$ cat src/can_tx_flags_pkg.sv
// Constants shared by the transmit buffer flag logic of the CAN controller.
// Assumes a 32-bit AXI4-Lite register bus with byte addresses.
package can_tx_flags_pkg;
    // Buffer count and register widths
    localparam int NUM_BUF = 3;
    localparam int DATA_W = 32;
    localparam int ADDR_W = 8;

    // Register byte offsets
    localparam logic [7:0] TX_BUFFER_EMPTY_FLAGS_OFS = 8'h00;
    localparam logic [7:0] TX_EMPTY_IRQ_ENABLE_OFS = 8'h04;
    localparam logic [7:0] TX_ABORT_REQUEST_OFS = 8'h08;
    localparam logic [7:0] TX_ABORT_ACKNOWLEDGE_OFS = 8'h0c;
    localparam logic [7:0] MODE_CONTROL_OFS = 8'h10;
    localparam logic [7:0] LINK_STATUS_OFS = 8'h14;
    localparam logic [7:0] EVENT_STATUS_OFS = 8'h18;
    localparam logic [7:0] EVENT_MASK_OFS = 8'h1c;
    localparam logic [7:0] MAP_END_OFS = 8'h20;

    // Mode control fields
    localparam int CTL_INIT_REQUEST_BIT = 0;
    localparam int CTL_LISTEN_ONLY_BIT = 1;

    // Link status fields
    localparam int STS_INIT_ACK_BIT = 0;
    localparam int STS_TX_BUS_OFF_BIT = 1;
    localparam int STS_RX_STATE_LSB = 2;

    // Event status and mask fields
    localparam int EVT_SENT_BIT = 0;
    localparam int EVT_ABORTED_BIT = 1;
    localparam int EVT_BLOCKED_BIT = 2;
    localparam int NUM_EVT = 3;

    // Reset values
    localparam logic [2:0] EMPTY_FLAGS_RESET = 3'h7;
    localparam logic [2:0] IRQ_ENABLE_RESET = 3'h0;
    localparam logic [2:0] ABORT_REQ_RESET = 3'h0;
    localparam logic [2:0] ABORT_ACK_RESET = 3'h0;
    localparam logic [1:0] CONTROL_RESET = 2'h0;
    localparam logic [2:0] EVENT_RESET = 3'h0;

    // AXI response codes
    localparam logic [1:0] RESP_OKAY = 2'h0;
    localparam logic [1:0] RESP_SLVERR = 2'h2;

    // Receiver state encoding, bus-off included for the forced recovery path
    typedef enum logic [1:0] {
        RX_ERROR_FREE = 2'h0,
        RX_WARNING = 2'h1,
        RX_ERROR = 2'h2,
        RX_BUS_OFF = 2'h3
    } receiver_state_e;
endpackage

$ cat src/can_tx_buffer_flags_abort.sv
// Transmit buffer empty flags, interrupt enables, abort request and
// abort acknowledge for three CAN transmit buffers, behind AXI4-Lite.
// Assumes the protocol engine reports sends, failures and bus state as
// single-cycle pulses and levels synchronous to core_clk.
//
// Overview of operation
// - Three empty flags, one per buffer, set while buffer holds nothing scheduled.
// - A successful send sets the buffer's empty flag again.
// - Transmit interrupt pending while any enabled buffer's empty flag is set.
// - Clearing an empty flag also clears that buffer's abort acknowledge.
// - An empty flag becoming set clears that buffer's abort request.
// - Listen-only mode ignores empty flag clears and starts no transmission.
// - Buffer accesses are blocked while the buffer is scheduled.
// - Init mode holds flags, enables and abort requests at reset values.
// - Those registers take writes only outside init; reads always allowed.
// - Writing one clears an empty flag; writing zero leaves it.
// - Per-buffer enable bit decides whether an empty buffer requests an interrupt.
// - Abort granted only before transmission starts, or after lost arbitration or error.
// - A granted abort sets empty and acknowledge flags and may raise interrupt.
// - Software writes cannot clear abort request; only the empty flag setting or init mode does.
// - Transmitter leaving bus-off forces receiver state straight to error-free.
// - Acknowledge set means buffer emptied by honoured abort, not by sending.
//
// The placing of the registers and the AXI4-Lite register port were decided locally.
module can_tx_buffer_flags_abort #(
    parameter int ADDR_W = can_tx_flags_pkg::ADDR_W
) (
    input wire logic core_clk, // Controller clock
    input wire logic srst, // Synchronous reset, active high
    // AXI4-Lite slave
    input wire logic [ADDR_W-1:0] s_axi_awaddr, // Write address
    input wire logic [2:0] s_axi_awprot, // Write protection, unused
    input wire logic s_axi_awvalid, // Write address valid
    output logic s_axi_awready, // Write address ready
    input wire logic [31:0] s_axi_wdata, // Write data
    input wire logic [3:0] s_axi_wstrb, // Write byte strobes
    input wire logic s_axi_wvalid, // Write data valid
    output logic s_axi_wready, // Write data ready
    output logic [1:0] s_axi_bresp, // Write response
    output logic s_axi_bvalid, // Write response valid
    input wire logic s_axi_bready, // Write response ready
    input wire logic [ADDR_W-1:0] s_axi_araddr, // Read address
    input wire logic [2:0] s_axi_arprot, // Read protection, unused
    input wire logic s_axi_arvalid, // Read address valid
    output logic s_axi_arready, // Read address ready
    output logic [31:0] s_axi_rdata, // Read data
    output logic [1:0] s_axi_rresp, // Read response
    output logic s_axi_rvalid, // Read data valid
    input wire logic s_axi_rready, // Read data ready
    // Protocol engine side
    input wire logic initAcknowledge, // Engine confirms init mode
    input wire logic [2:0] txSentPulse, // Buffer sent successfully, pulse
    input wire logic [2:0] txFailPulse, // Lost arbitration or error, pulse
    input wire logic [2:0] txActive, // Buffer transmission in progress
    input wire logic txBusOff, // Transmitter in bus-off
    input wire logic [1:0] rxStateIn, // Receiver state from engine
    output logic [2:0] txScheduled, // Buffers the engine may send
    output logic [2:0] abortPending, // Abort request bits
    output logic initRequest, // Init mode request to engine
    output logic [1:0] receiverStateCode, // Receiver state, bus-off coded
    // Transmit buffer access port
    input wire logic bufAccessReq, // Buffer access attempt, pulse
    input wire logic [1:0] bufAccessIdx, // Buffer being accessed
    output logic bufAccessGrant, // Access allowed, pulse
    output logic bufAccessBlocked, // Access refused, pulse
    // Interrupts
    output logic txIrq, // Transmit empty interrupt request
    output logic irq // Masked event interrupt
);

    localparam int NB = can_tx_flags_pkg::NUM_BUF;

    logic [2:0] emptyFlags_reg;
    logic [2:0] irqEnable_reg;
    logic [2:0] abortReq_reg;
    logic [2:0] abortAck_reg;
    logic initRequest_reg;
    logic listenOnly_reg;
    logic [2:0] eventStatus_reg;
    logic [2:0] eventMask_reg;
    logic txBusOffPrev_reg;
    logic [1:0] rxState_reg;

    logic awHeld_reg;
    logic wHeld_reg;
    logic [ADDR_W-1:0] awAddr_reg;
    logic [31:0] wData_reg;
    logic [3:0] wStrb_reg;
    logic awReady_reg;
    logic wReady_reg;
    logic bValid_reg;
    logic [1:0] bResp_reg;
    logic arReady_reg;
    logic rValid_reg;
    logic [31:0] rData_reg;
    logic [1:0] rResp_reg;

    logic [2:0] txScheduled_reg;
    logic bufGrant_reg;
    logic bufBlocked_reg;
    logic txIrq_reg;
    logic irq_reg;

    logic initMode;
    logic writeAllowed;
    logic writeFire;
    logic lane0;
    logic [7:0] wAddrByte;
    logic [7:0] rAddrByte;
    logic wrFlags;
    logic wrEnable;
    logic wrAbort;
    logic wrControl;
    logic wrEvtStatus;
    logic wrEvtMask;
    logic wrMapped;
    logic [2:0] emptySet;
    logic [2:0] emptyClr;
    logic [2:0] abortGrant;
    logic [2:0] eventSet;
    logic accessBlocked;

    // Address bytes widened or cut to the decode width
    assign wAddrByte = 8'(awAddr_reg);
    assign rAddrByte = 8'(s_axi_araddr);

    // Init mode is entered only once the engine has acknowledged
    assign initMode = initRequest_reg & initAcknowledge;
    assign writeAllowed = ~initRequest_reg & ~initAcknowledge;

    // Write takes effect once both address and data are held
    assign writeFire = awHeld_reg & wHeld_reg & ~bValid_reg;
    assign lane0 = wStrb_reg[0];
    assign wrMapped = wAddrByte < can_tx_flags_pkg::MAP_END_OFS;
    assign wrFlags = writeFire & lane0 & (wAddrByte == can_tx_flags_pkg::TX_BUFFER_EMPTY_FLAGS_OFS);
    assign wrEnable = writeFire & lane0 & (wAddrByte == can_tx_flags_pkg::TX_EMPTY_IRQ_ENABLE_OFS);
    assign wrAbort = writeFire & lane0 & (wAddrByte == can_tx_flags_pkg::TX_ABORT_REQUEST_OFS);
    assign wrControl = writeFire & lane0 & (wAddrByte == can_tx_flags_pkg::MODE_CONTROL_OFS);
    assign wrEvtStatus = writeFire & lane0 & (wAddrByte == can_tx_flags_pkg::EVENT_STATUS_OFS);
    assign wrEvtMask = writeFire & lane0 & (wAddrByte == can_tx_flags_pkg::EVENT_MASK_OFS);

    // Per-buffer set, clear and abort grant terms
    generate
        for (genvar i = 0; i < NB; i++) begin : g_buf
            // Grant only before start, or after a failed attempt
            assign abortGrant[i] = abortReq_reg[i] & ~emptyFlags_reg[i]
                & (~txActive[i] | txFailPulse[i]);
            // Either a send or a granted abort empties the buffer
            assign emptySet[i] = (txSentPulse[i] & ~emptyFlags_reg[i]) | abortGrant[i];
            // Listen-only silently drops the clear
            assign emptyClr[i] = wrFlags & writeAllowed & ~listenOnly_reg & wData_reg[i];
        end
    endgenerate

    // Buffer access check against the scheduled state
    assign accessBlocked = (bufAccessIdx < 2'(NB)) ? ~emptyFlags_reg[bufAccessIdx] : 1'b1;

    // Events feeding the sticky status register
    assign eventSet[can_tx_flags_pkg::EVT_SENT_BIT] = |(txSentPulse & ~emptyFlags_reg);
    assign eventSet[can_tx_flags_pkg::EVT_ABORTED_BIT] = |abortGrant;
    assign eventSet[can_tx_flags_pkg::EVT_BLOCKED_BIT] = bufAccessReq & accessBlocked;

    // Empty flags; a hardware set wins over a same-cycle clear
    always_ff @(posedge core_clk) begin
        for (int i = 0; i < NB; i++) begin
            if (srst || initMode) begin
                emptyFlags_reg[i] <= can_tx_flags_pkg::EMPTY_FLAGS_RESET[i];
            end else if (emptySet[i]) begin
                emptyFlags_reg[i] <= 1'b1;
            end else if (emptyClr[i]) begin
                emptyFlags_reg[i] <= 1'b0;
            end
        end
    end

    // Interrupt enables, plain read-write
    always_ff @(posedge core_clk) begin
        if (srst || initMode) begin
            irqEnable_reg <= can_tx_flags_pkg::IRQ_ENABLE_RESET;
        end else if (wrEnable && writeAllowed) begin
            irqEnable_reg <= wData_reg[2:0];
        end
    end

    // Abort requests; software can only set, the empty flag clears
    always_ff @(posedge core_clk) begin
        for (int i = 0; i < NB; i++) begin
            if (srst || initMode) begin
                abortReq_reg[i] <= can_tx_flags_pkg::ABORT_REQ_RESET[i];
            end else if (emptySet[i]) begin
                abortReq_reg[i] <= 1'b0;
            end else if (wrAbort && writeAllowed && wData_reg[i]) begin
                abortReq_reg[i] <= 1'b1;
            end
        end
    end

    // Abort acknowledge tells an honoured abort from a real send
    always_ff @(posedge core_clk) begin
        for (int i = 0; i < NB; i++) begin
            if (srst || initMode) begin
                abortAck_reg[i] <= can_tx_flags_pkg::ABORT_ACK_RESET[i];
            end else if (abortGrant[i]) begin
                abortAck_reg[i] <= 1'b1;
            end else if (emptyClr[i]) begin
                abortAck_reg[i] <= 1'b0;
            end
        end
    end

    // Mode control, writable at any time so init can be left
    always_ff @(posedge core_clk) begin
        if (srst) begin
            initRequest_reg <= can_tx_flags_pkg::CONTROL_RESET[can_tx_flags_pkg::CTL_INIT_REQUEST_BIT];
            listenOnly_reg <= can_tx_flags_pkg::CONTROL_RESET[can_tx_flags_pkg::CTL_LISTEN_ONLY_BIT];
        end else if (wrControl) begin
            initRequest_reg <= wData_reg[can_tx_flags_pkg::CTL_INIT_REQUEST_BIT];
            listenOnly_reg <= wData_reg[can_tx_flags_pkg::CTL_LISTEN_ONLY_BIT];
        end
    end

    // Receiver state tracking with forced recovery out of bus-off
    always_ff @(posedge core_clk) begin
        if (srst) begin
            txBusOffPrev_reg <= 1'b0;
            rxState_reg <= can_tx_flags_pkg::RX_ERROR_FREE;
        end else begin
            txBusOffPrev_reg <= txBusOff;
            if (txBusOffPrev_reg && !txBusOff) begin
                rxState_reg <= can_tx_flags_pkg::RX_ERROR_FREE;
            end else if (txBusOff) begin
                rxState_reg <= can_tx_flags_pkg::RX_BUS_OFF;
            end else begin
                rxState_reg <= rxStateIn;
            end
        end
    end

    // Sticky events, write one to clear; a new event wins over the clear
    always_ff @(posedge core_clk) begin
        if (srst) begin
            eventStatus_reg <= can_tx_flags_pkg::EVENT_RESET;
        end else begin
            for (int i = 0; i < can_tx_flags_pkg::NUM_EVT; i++) begin
                if (eventSet[i]) begin
                    eventStatus_reg[i] <= 1'b1;
                end else if (wrEvtStatus && wData_reg[i]) begin
                    eventStatus_reg[i] <= 1'b0;
                end
            end
        end
    end

    // Event mask
    always_ff @(posedge core_clk) begin
        if (srst) begin
            eventMask_reg <= can_tx_flags_pkg::EVENT_RESET;
        end else if (wrEvtMask) begin
            eventMask_reg <= wData_reg[2:0];
        end
    end

    // Registered outputs toward the engine and the CPU
    always_ff @(posedge core_clk) begin
        if (srst) begin
            txScheduled_reg <= 3'h0;
            txIrq_reg <= 1'b0;
            irq_reg <= 1'b0;
        end else begin
            // Nothing is offered for sending in listen-only mode
            txScheduled_reg <= listenOnly_reg ? 3'h0 : ~emptyFlags_reg;
            txIrq_reg <= |(emptyFlags_reg & irqEnable_reg);
            irq_reg <= |(eventStatus_reg & eventMask_reg);
        end
    end

    // Buffer access answer, one cycle after the attempt
    always_ff @(posedge core_clk) begin
        if (srst) begin
            bufGrant_reg <= 1'b0;
            bufBlocked_reg <= 1'b0;
        end else begin
            bufGrant_reg <= bufAccessReq & ~accessBlocked;
            bufBlocked_reg <= bufAccessReq & accessBlocked;
        end
    end

    // Write address channel; held until the write fires, ready again once the response is taken
    always_ff @(posedge core_clk) begin
        if (srst) begin
            awHeld_reg <= 1'b0;
            awReady_reg <= 1'b0;
            awAddr_reg <= '0;
        end else if (s_axi_awvalid && awReady_reg) begin
            awHeld_reg <= 1'b1;
            awReady_reg <= 1'b0;
            awAddr_reg <= s_axi_awaddr;
        end else if (writeFire) begin
            awHeld_reg <= 1'b0;
        end else if (!awHeld_reg && !bValid_reg) begin
            awReady_reg <= 1'b1;
        end
    end

    // Write data channel, independent of the address channel
    always_ff @(posedge core_clk) begin
        if (srst) begin
            wHeld_reg <= 1'b0;
            wReady_reg <= 1'b0;
            wData_reg <= 32'h0;
            wStrb_reg <= 4'h0;
        end else if (s_axi_wvalid && wReady_reg) begin
            wHeld_reg <= 1'b1;
            wReady_reg <= 1'b0;
            wData_reg <= s_axi_wdata;
            wStrb_reg <= s_axi_wstrb;
        end else if (writeFire) begin
            wHeld_reg <= 1'b0;
        end else if (!wHeld_reg && !bValid_reg) begin
            wReady_reg <= 1'b1;
        end
    end

    // Write response; locked registers still answer OKAY
    always_ff @(posedge core_clk) begin
        if (srst) begin
            bValid_reg <= 1'b0;
            bResp_reg <= can_tx_flags_pkg::RESP_OKAY;
        end else if (writeFire) begin
            bValid_reg <= 1'b1;
            bResp_reg <= wrMapped ? can_tx_flags_pkg::RESP_OKAY : can_tx_flags_pkg::RESP_SLVERR;
        end else if (bValid_reg && s_axi_bready) begin
            bValid_reg <= 1'b0;
        end
    end

    // Read channel; data sampled at the address handshake
    always_ff @(posedge core_clk) begin
        if (srst) begin
            arReady_reg <= 1'b0;
            rValid_reg <= 1'b0;
            rData_reg <= 32'h0;
            rResp_reg <= can_tx_flags_pkg::RESP_OKAY;
        end else if (s_axi_arvalid && arReady_reg) begin
            arReady_reg <= 1'b0;
            rValid_reg <= 1'b1;
            rResp_reg <= can_tx_flags_pkg::RESP_OKAY;
            unique case (rAddrByte)
                can_tx_flags_pkg::TX_BUFFER_EMPTY_FLAGS_OFS: rData_reg <= {29'h0, emptyFlags_reg};
                can_tx_flags_pkg::TX_EMPTY_IRQ_ENABLE_OFS: rData_reg <= {29'h0, irqEnable_reg};
                can_tx_flags_pkg::TX_ABORT_REQUEST_OFS: rData_reg <= {29'h0, abortReq_reg};
                can_tx_flags_pkg::TX_ABORT_ACKNOWLEDGE_OFS: rData_reg <= {29'h0, abortAck_reg};
                can_tx_flags_pkg::MODE_CONTROL_OFS: rData_reg <= {30'h0, listenOnly_reg, initRequest_reg};
                can_tx_flags_pkg::LINK_STATUS_OFS: rData_reg <= {28'h0, rxState_reg, txBusOffPrev_reg,
                    initAcknowledge};
                can_tx_flags_pkg::EVENT_STATUS_OFS: rData_reg <= {29'h0, eventStatus_reg};
                can_tx_flags_pkg::EVENT_MASK_OFS: rData_reg <= {29'h0, eventMask_reg};
                default: begin
                    // Unmapped reads return zero with an error
                    rData_reg <= 32'h0;
                    rResp_reg <= can_tx_flags_pkg::RESP_SLVERR;
                end
            endcase
        end else if (rValid_reg && s_axi_rready) begin
            rValid_reg <= 1'b0;
            arReady_reg <= 1'b1;
        end else if (!rValid_reg) begin
            arReady_reg <= 1'b1;
        end
    end

    // Outputs straight from flip-flops
    assign s_axi_awready = awReady_reg;
    assign s_axi_wready = wReady_reg;
    assign s_axi_bvalid = bValid_reg;
    assign s_axi_bresp = bResp_reg;
    assign s_axi_arready = arReady_reg;
    assign s_axi_rvalid = rValid_reg;
    assign s_axi_rdata = rData_reg;
    assign s_axi_rresp = rResp_reg;
    assign txScheduled = txScheduled_reg;
    assign abortPending = abortReq_reg;
    assign initRequest = initRequest_reg;
    assign receiverStateCode = rxState_reg;
    assign bufAccessGrant = bufGrant_reg;
    assign bufAccessBlocked = bufBlocked_reg;
    assign txIrq = txIrq_reg;
    assign irq = irq_reg;

endmodule

$ cat config.mk
export PLATFORM = sky130hd
export DESIGN_NAME = can_tx_buffer_flags_abort
export DESIGN_NICKNAME = d
export VERILOG_FILES = /design/src/can_tx_flags_pkg.sv /design/src/can_tx_buffer_flags_abort.sv
export SDC_FILE = /design/constraint.sdc
export NUM_CORES = 1
export LEC_CHECK = 0
export CAP_MARGIN = 25
export CELL_PAD_IN_SITES_DETAIL_PLACEMENT = 1
export CELL_PAD_IN_SITES_GLOBAL_PLACEMENT = 1
export CORE_ASPECT_RATIO = 1.25
export CORE_MARGIN = 1
export CORE_UTILIZATION = 44
export DETAILED_ROUTE_END_ITERATION = 10
export DONT_BUFFER_PORTS = 1
export PLACE_DENSITY = 0.9
export SLEW_MARGIN = 15
export SYNTH_ARGS = -nofsm -noshare
export SYNTH_HDL_FRONTEND = slang
export SYNTH_SLANG_ARGS = --single-unit
$ cat constraint.sdc
create_clock -name core_clk -period 2.15 [get_ports core_clk]
set_input_delay 0 -clock core_clk [delete_from_list [all_inputs] [get_ports core_clk]]
set_output_delay 0 -clock core_clk [all_outputs]
set_load 0.05 [all_outputs]
# Word level (Yosys, flattened, before mapping)
# Index checks and enable logic that the tools add are counted.
classes:
  mux: 28
  bitwise_logic: 50
  magnitude_cmp: 3
  n_eq_ne: 13
  n_reduce_logical: 48
ops:
  columns: ["op", "count"]
  rows:
  - ["equality test 8 x 5 -> 1 bit, second input constant", 7]
  - ["one-hot mux 4 bit (8 select lines)", 1]
  - ["bitwise AND 1 bit", 27]
  - ["equality test 8 x 4 -> 1 bit, second input constant", 3]
  - ["two-way mux 1 bit", 23]
  - ["nonzero test 2 bit", 10]
  - ["equality test 8 x 3 -> 1 bit, second input constant", 2]
  - ["logical AND 1 bit", 16]
  - ["logical NOT 8 bit", 2]
  - ["OR reduction 2 bit", 8]
  - ["inverter 1 bit", 13]
  - ["OR reduction 3 bit", 4]
  - ["bitwise AND 3 bit", 3]
  - ["less-than comparator 8 x 6 -> 1 bit, second input constant", 1]
  - ["OR reduction 8 bit", 1]
  - ["two-way mux 2 bit", 3]
  - ["OR 1 bit", 6]
  - ["logical NOT 1 bit", 4]
  - ["AND reduction 2 bit", 2]
  - ["less-than comparator 2 x 3 -> 1 bit, second input constant", 1]
  - ["inverter 3 bit", 1]
  - ["binary-select mux 1 bit (select 2 bit)", 1]
  - ["less-than comparator 2 bit, second input constant", 1]
  - ["!= test 2 x 1 -> 1 bit, second input constant", 1]
  - ["logical OR 1 bit", 1]
word_totals:
  in_bits: 81
  wordCells: 178
  reg_bits: 85

# Longest topological paths before layout
logic_depth:
  depth_word: 9
  mapped_depth: 5

# Worst setup path after synthesis
# No wires, ideal clock.
synth_timing:
  kind: "reg-to-reg"
  from: "register bValid_reg, in the netlist s_axi_bvalid"
  to: "register eventStatus_reg[1]"
  path_buffers: 0
  setup_time_ps: 139
  path_stages_with_launch: 5
  setup_slack_ps: 534
  required_ps: 2011
  arrival_ps: 1477
  path_cell_list: "dfxtp_1 -> nand3b_4 -> or3_4 -> o31ai_1 -> a41oi_1"
synth_between:
  elab_chain_len: 6
synth_rtl:
  columns: ["element", "line_no", "rtl"]
  rows:
  - ["from (decl)", "can_tx_buffer_flags_abort.sv:91", "logic bValid_reg;"]
  - ["from (signal assigned)", "can_tx_buffer_flags_abort.sv:327", "bValid_reg <= 1'b0;"]
  - ["from (signal assigned)", "can_tx_buffer_flags_abort.sv:330", "bValid_reg <= 1'b1;"]
  - ["from (signal assigned)", "can_tx_buffer_flags_abort.sv:333", "bValid_reg <= 1'b0;"]
  - ["inverter 1 bit", "can_tx_buffer_flags_abort.sv:132", "assign writeFire = awHeld_reg & wHeld_reg & ~bValid_reg;"]
  - ["bitwise AND 1 bit", "can_tx_buffer_flags_abort.sv:132", null]
  - ["bitwise AND 1 bit (2 in a row)", "can_tx_buffer_flags_abort.sv:139", "assign wrEvtStatus = writeFire & lane0 & (wAddrByte == can_tx_flags_pkg::EVENT_STATUS_OFS);"]
  - ["logical AND 1 bit", "can_tx_buffer_flags_abort.sv:247", "end else if (wrEvtStatus && wData_reg[i]) begin"]
  - ["nonzero test 2 bit (no source line)", null, null]
  - ["to (signal assigned)", "can_tx_buffer_flags_abort.sv:242", "eventStatus_reg <= can_tx_flags_pkg::EVENT_RESET;"]
  - ["to (decl)", "can_tx_buffer_flags_abort.sv:79", "logic [2:0] eventStatus_reg;"]
# Every way passes these cells.
# A chain may end at the register's enable or synchronous reset.

# Worst setup path after layout
layout_timing:
  from: "register awReady_reg, in the netlist s_axi_awready"
  to: "register awAddr_reg[0]"
layout_between:
  elab_chain_len: 1
layout_rtl:
  columns: ["element", "line_no", "rtl"]
  rows:
  - ["from (decl)", "can_tx_buffer_flags_abort.sv:89", "logic awReady_reg;"]
  - ["from (signal assigned)", "can_tx_buffer_flags_abort.sv:292", "awReady_reg <= 1'b0;"]
  - ["from (signal assigned)", "can_tx_buffer_flags_abort.sv:296", "awReady_reg <= 1'b0;"]
  - ["from (signal assigned)", "can_tx_buffer_flags_abort.sv:301", "awReady_reg <= 1'b1;"]
  - ["logical AND 1 bit", "can_tx_buffer_flags_abort.sv:294", "end else if (s_axi_awvalid && awReady_reg) begin"]
  - ["to (signal assigned)", "can_tx_buffer_flags_abort.sv:297", "awAddr_reg <= s_axi_awaddr;"]
  - ["to (decl)", "can_tx_buffer_flags_abort.sv:86", "logic [ADDR_W-1:0] awAddr_reg;"]
# Every way passes these cells.

==> metrics.txt <==
# TYPE chip_impl_metric gauge
chip_impl_metric{name="overflow",unit=""} 0
chip_impl_metric{name="wire_per_inst",unit="um"} 17.1
chip_impl_metric{name="detailedRoute.firstIterationViolations",unit=""} 89
chip_impl_metric{name="h-tree-depth",unit=""} 2
chip_impl_metric{name="wirelength",unit="um"} 6630
chip_impl_info{name="criticalPathCategory",value="reg -> reg"} 1
chip_impl_metric{name="timing.setup.tns",unit="ns"} 0
chip_impl_metric{name="fp-row-count",unit=""} 30
chip_impl_info{name="min_path_type",value="in -> reg"} 1
chip_impl_metric{name="pre_cts_slack",unit="ns"} 0.481
chip_impl_metric{name="grt_start_max_net_pins",unit=""} 40
chip_impl_metric{name="finalCriticalPeriod",unit="ns"} 2.05
chip_impl_metric{name="final.period_utilization",unit=""} 0.955
chip_impl_metric{name="detailedPlacementHpwl",unit="um"} 4590
chip_impl_metric{name="final-max-slew-violation-count",unit=""} 0
chip_impl_metric{name="route.detailed.drc",unit=""} 0
chip_impl_metric{name="io_buffers",unit=""} 0
chip_impl_metric{name="fp.coreArea",unit="sq mm"} 0.00552
chip_impl_metric{name="hold_viol_final",unit=""} 0
chip_impl_metric{name="grt.met2_usage",unit=""} 0.420
chip_impl_metric{name="cts.sink_count",unit=""} 55
chip_impl_metric{name="critPathRequiredTime",unit="ns"} 2.40
chip_impl_metric{name="netlist_area",unit="sq mm"} 0.00257
chip_impl_metric{name="initial_core_util",unit=""} 0.465
chip_impl_metric{name="syn-mean-instance-area",unit="sq um"} 9.10
chip_impl_metric{name="slew-limit-headroom",unit=""} 0.650
chip_impl_metric{name="grt_first_pass_wirelength",unit="um"} 10800
chip_impl_info{name="grt.busiest_layer",value="met2"} 1
chip_impl_metric{name="timing_worst_slew_pin_value",unit="ns"} 0.525
chip_impl_metric{name="synth-edff-count",unit=""} 0
chip_impl_metric{name="cts.repair_timing.setup_buffer_count",unit=""} 0
chip_impl_metric{name="utilization",unit=""} 0.548
chip_impl_metric{name="relative_area_change_from_synthesis_to_final_layout",unit="%"} 17.7
chip_impl_metric{name="largest_register_ff_count",unit=""} 8
chip_impl_metric{name="vdd_drop_max",unit="mV"} 0.401
chip_impl_info{name="outcome",value="completed"} 1
chip_impl_metric{name="globalRouteTotalUtil",unit=""} 0.225
chip_impl_metric{name="layout-drive-gt1-share",unit=""} 0.115
chip_impl_metric{name="postLayoutSetupSlackWorst",unit="ns"} 0.0966
chip_impl_metric{name="layout.nets",unit=""} 403
chip_impl_metric{name="worstSkewPairLatency",unit="ns"} 0.31
chip_impl_metric{name="yosysSeqAreaShare",unit=""} 0.429
chip_impl_metric{name="route.antenna.remaining_nets",unit=""} 0
chip_impl_info{name="cell_at_the_root_of_the_clock_tree",value="sky130_fd_sc_hd__clkbuf_8"} 1
chip_impl_metric{name="post_synth_inst_count",unit=""} 282
chip_impl_metric{name="pwr_density_cell",unit="mW/mm^2"} 710
chip_impl_metric{name="worst-path-max-fanout",unit=""} 8
chip_impl_metric{name="die-width",unit="um"} 70.3
chip_impl_metric{name="first_global_vias",unit=""} 2260
chip_impl_metric{name="yosys.cell_types.count",unit=""} 44
chip_impl_info{name="critical_path_startpoint_category",value="flip-flop"} 1
chip_impl_metric{name="totalPowerFinal",unit="uW"} 2150
chip_impl_metric{name="antenna_found_initial",unit=""} 0
chip_impl_metric{name="clk_pin_slew_worst_paths",unit="ns"} 0.09
chip_impl_metric{name="cts_made_buffers",unit=""} 5
chip_impl_metric{name="setup_viol",unit=""} 0
chip_impl_metric{name="power.static_leakage",unit="uW"} 0.00118
chip_impl_metric{name="route.detailed.vias_per_inst",unit=""} 5.56
chip_impl_info{name="cts_tree",value="built"} 1
chip_impl_info{name="critical_path_end_type",value="flip-flop"} 1
chip_impl_metric{name="max-clock-path-buffers",unit=""} 2
chip_impl_metric{name="timing.clock.skew",unit="ns"} 0.00577
chip_impl_info{name="post_synth_top_flop",value="sky130_fd_sc_hd__dfxtp_1"} 1
chip_impl_metric{name="floorplan.die_area",unit="sq mm"} 0.00614
chip_impl_metric{name="postSynthRegisterBits",unit=""} 55
chip_impl_metric{name="finalWeightedCongestion",unit=""} 0.808
chip_impl_info{name="unrepaired_setup_endpoints_after_global_routing",value="no"} 1
chip_impl_metric{name="ys.warnings.count",unit=""} 0
chip_impl_metric{name="route.vias.total",unit=""} 2152
chip_impl_metric{name="global_route.usage.met3",unit=""} 0.0463
chip_impl_metric{name="die_y",unit="um"} 87.4
chip_impl_metric{name="antenna-diode-count",unit=""} 0
chip_impl_metric{name="async_reset_ff_frac",unit=""} 0
chip_impl_metric{name="critical_path_arrival",unit="ns"} 2.31
chip_impl_metric{name="max_cap_viol_count",unit=""} 0
chip_impl_metric{name="dr.pass1.iters",unit=""} 4
chip_impl_metric{name="final.hold.worst_slack",unit="ns"} 0.0118
chip_impl_metric{name="io_pins",unit=""} 135
chip_impl_metric{name="max_freq",unit="GHz"} 0.487
chip_impl_metric{name="groute.layer.met1.usage",unit=""} 0.242
stage by stage:
step | instances | area [sq um]
after global routing | 387 | 3020
after detailed placement | 347 | 2570
after CTS | 387 | 3020
after floorplan | 311 | 2680
final | 387 | 3020
after global placement | 347 | 2570
cell type report:
class	instances	area (sq um)
Clock buffer	6	82.6
Clock inverter	2	35.0
Fill cell	656	2500
Inverter	13	48.8
Multi-Input combinational cell	205	1270
Sequential cell	55	1100
Tap cell	64	80.1
Timing Repair Buffer	42	405
Yosys cell counts (all sizes together) (2+ instances only):
| library cell | number | area share |
|---|---|---|
| a211oi | 2 | 0.0058 |
| a21o | 5 | 0.015 |
| a21oi | 23 | 0.045 |
| a222oi | 2 | 0.0078 |
| a22oi | 3 | 0.0088 |
| a31oi | 5 | 0.012 |
| a41oi | 2 | 0.0068 |
| and3 | 2 | 0.0049 |
| buf | 33 | 0.093 |
| clkbuf | 5 | 0.0073 |
| dfxtp | 55 | 0.43 |
| inv | 13 | 0.019 |
| mux2 | 2 | 0.0088 |
| mux2i | 11 | 0.043 |
| mux4 | 5 | 0.044 |
| nand2 | 31 | 0.045 |
| nand2b | 10 | 0.024 |
| nand3 | 20 | 0.039 |
| nand3b | 4 | 0.017 |
| nor2 | 16 | 0.027 |
| nor2b | 3 | 0.0073 |
| nor3 | 12 | 0.032 |
| o21ai | 3 | 0.0058 |
| o31ai | 2 | 0.0058 |
| or3 | 2 | 0.0088 |
placed cells by master, fill, tap and decap left out, drive strengths merged, types with 3 or more instances in the layout:
cell type    count
dfxtp           55
a22oi            3
inv             13
a21o             5
clkbuf           6
nand3           20
nand2           31
a31oi            5
nor3            12
mux2i           11
nor2b            3
nand3b           4
buf             11
a21oi           23
dlygate4sd3     31
conb            30
o21ai            3
nand2b          10
mux4             5
nor2            16
cells by family after synthesis:
logic type      synth area share
compound gates             0.129
flops                      0.429
buf+inv                    0.119
simple gates               0.225
mux                       0.0956
other cells              0.00146
metal layers:
layer  part of all wire  up-vias
li1                   -     1017
met3              0.058       14
met5                  0        -
met1               0.37     1035
met2               0.54       86
met4              0.028        0
critical path, cell delays in order (launching register included):
cell and delay (ns):
sky130_fd_sc_hd__dfxtp_2 0.41, sky130_fd_sc_hd__buf_4 0.25, sky130_fd_sc_hd__nand3_1 0.10, sky130_fd_sc_hd__dlygate4sd3_1 0.58, sky130_fd_sc_hd__a21oi_1 0.12, sky130_fd_sc_hd__dlygate4sd3_1 0.55
final timing paths:
| check | from | to | slack, ns | depth (start not counted) |
|---|---|---|---|---|
| max | s_axi_awready$_SDFFE_PP0P_ | awAddr_reg[0]$_SDFFE_PP0P_ | 0.1 | 5 |
| min | s_axi_araddr[7] | s_axi_rdata[2]$_SDFFE_PP0P_ | 0.01 | 4 |
| max reg2reg | s_axi_awready$_SDFFE_PP0P_ | awAddr_reg[0]$_SDFFE_PP0P_ | 0.1 | 5 |
| min reg2reg | awAddr_reg[1]$_SDFFE_PP0P_ | awAddr_reg[1]$_SDFFE_PP0P_ | 0.48 | 2 |
where the power goes:
part | leakage, uW | switching [uW] | internal [uW]
Combinational | 0.000676 | 237 | 100
Sequential | 0.000447 | 50.8 | 1050
Clock | 0.0000612 | 331 | 377
Total | 0.00119 | 619 | 1530
repair_timing:
action                                  CTS  global route
resized for setup                         0             1
endpoints found under the hold margin    48             0
endpoints found under the setup margin    0             1
hold buffers                             32             0
Power figures use the tool's default switching activity.
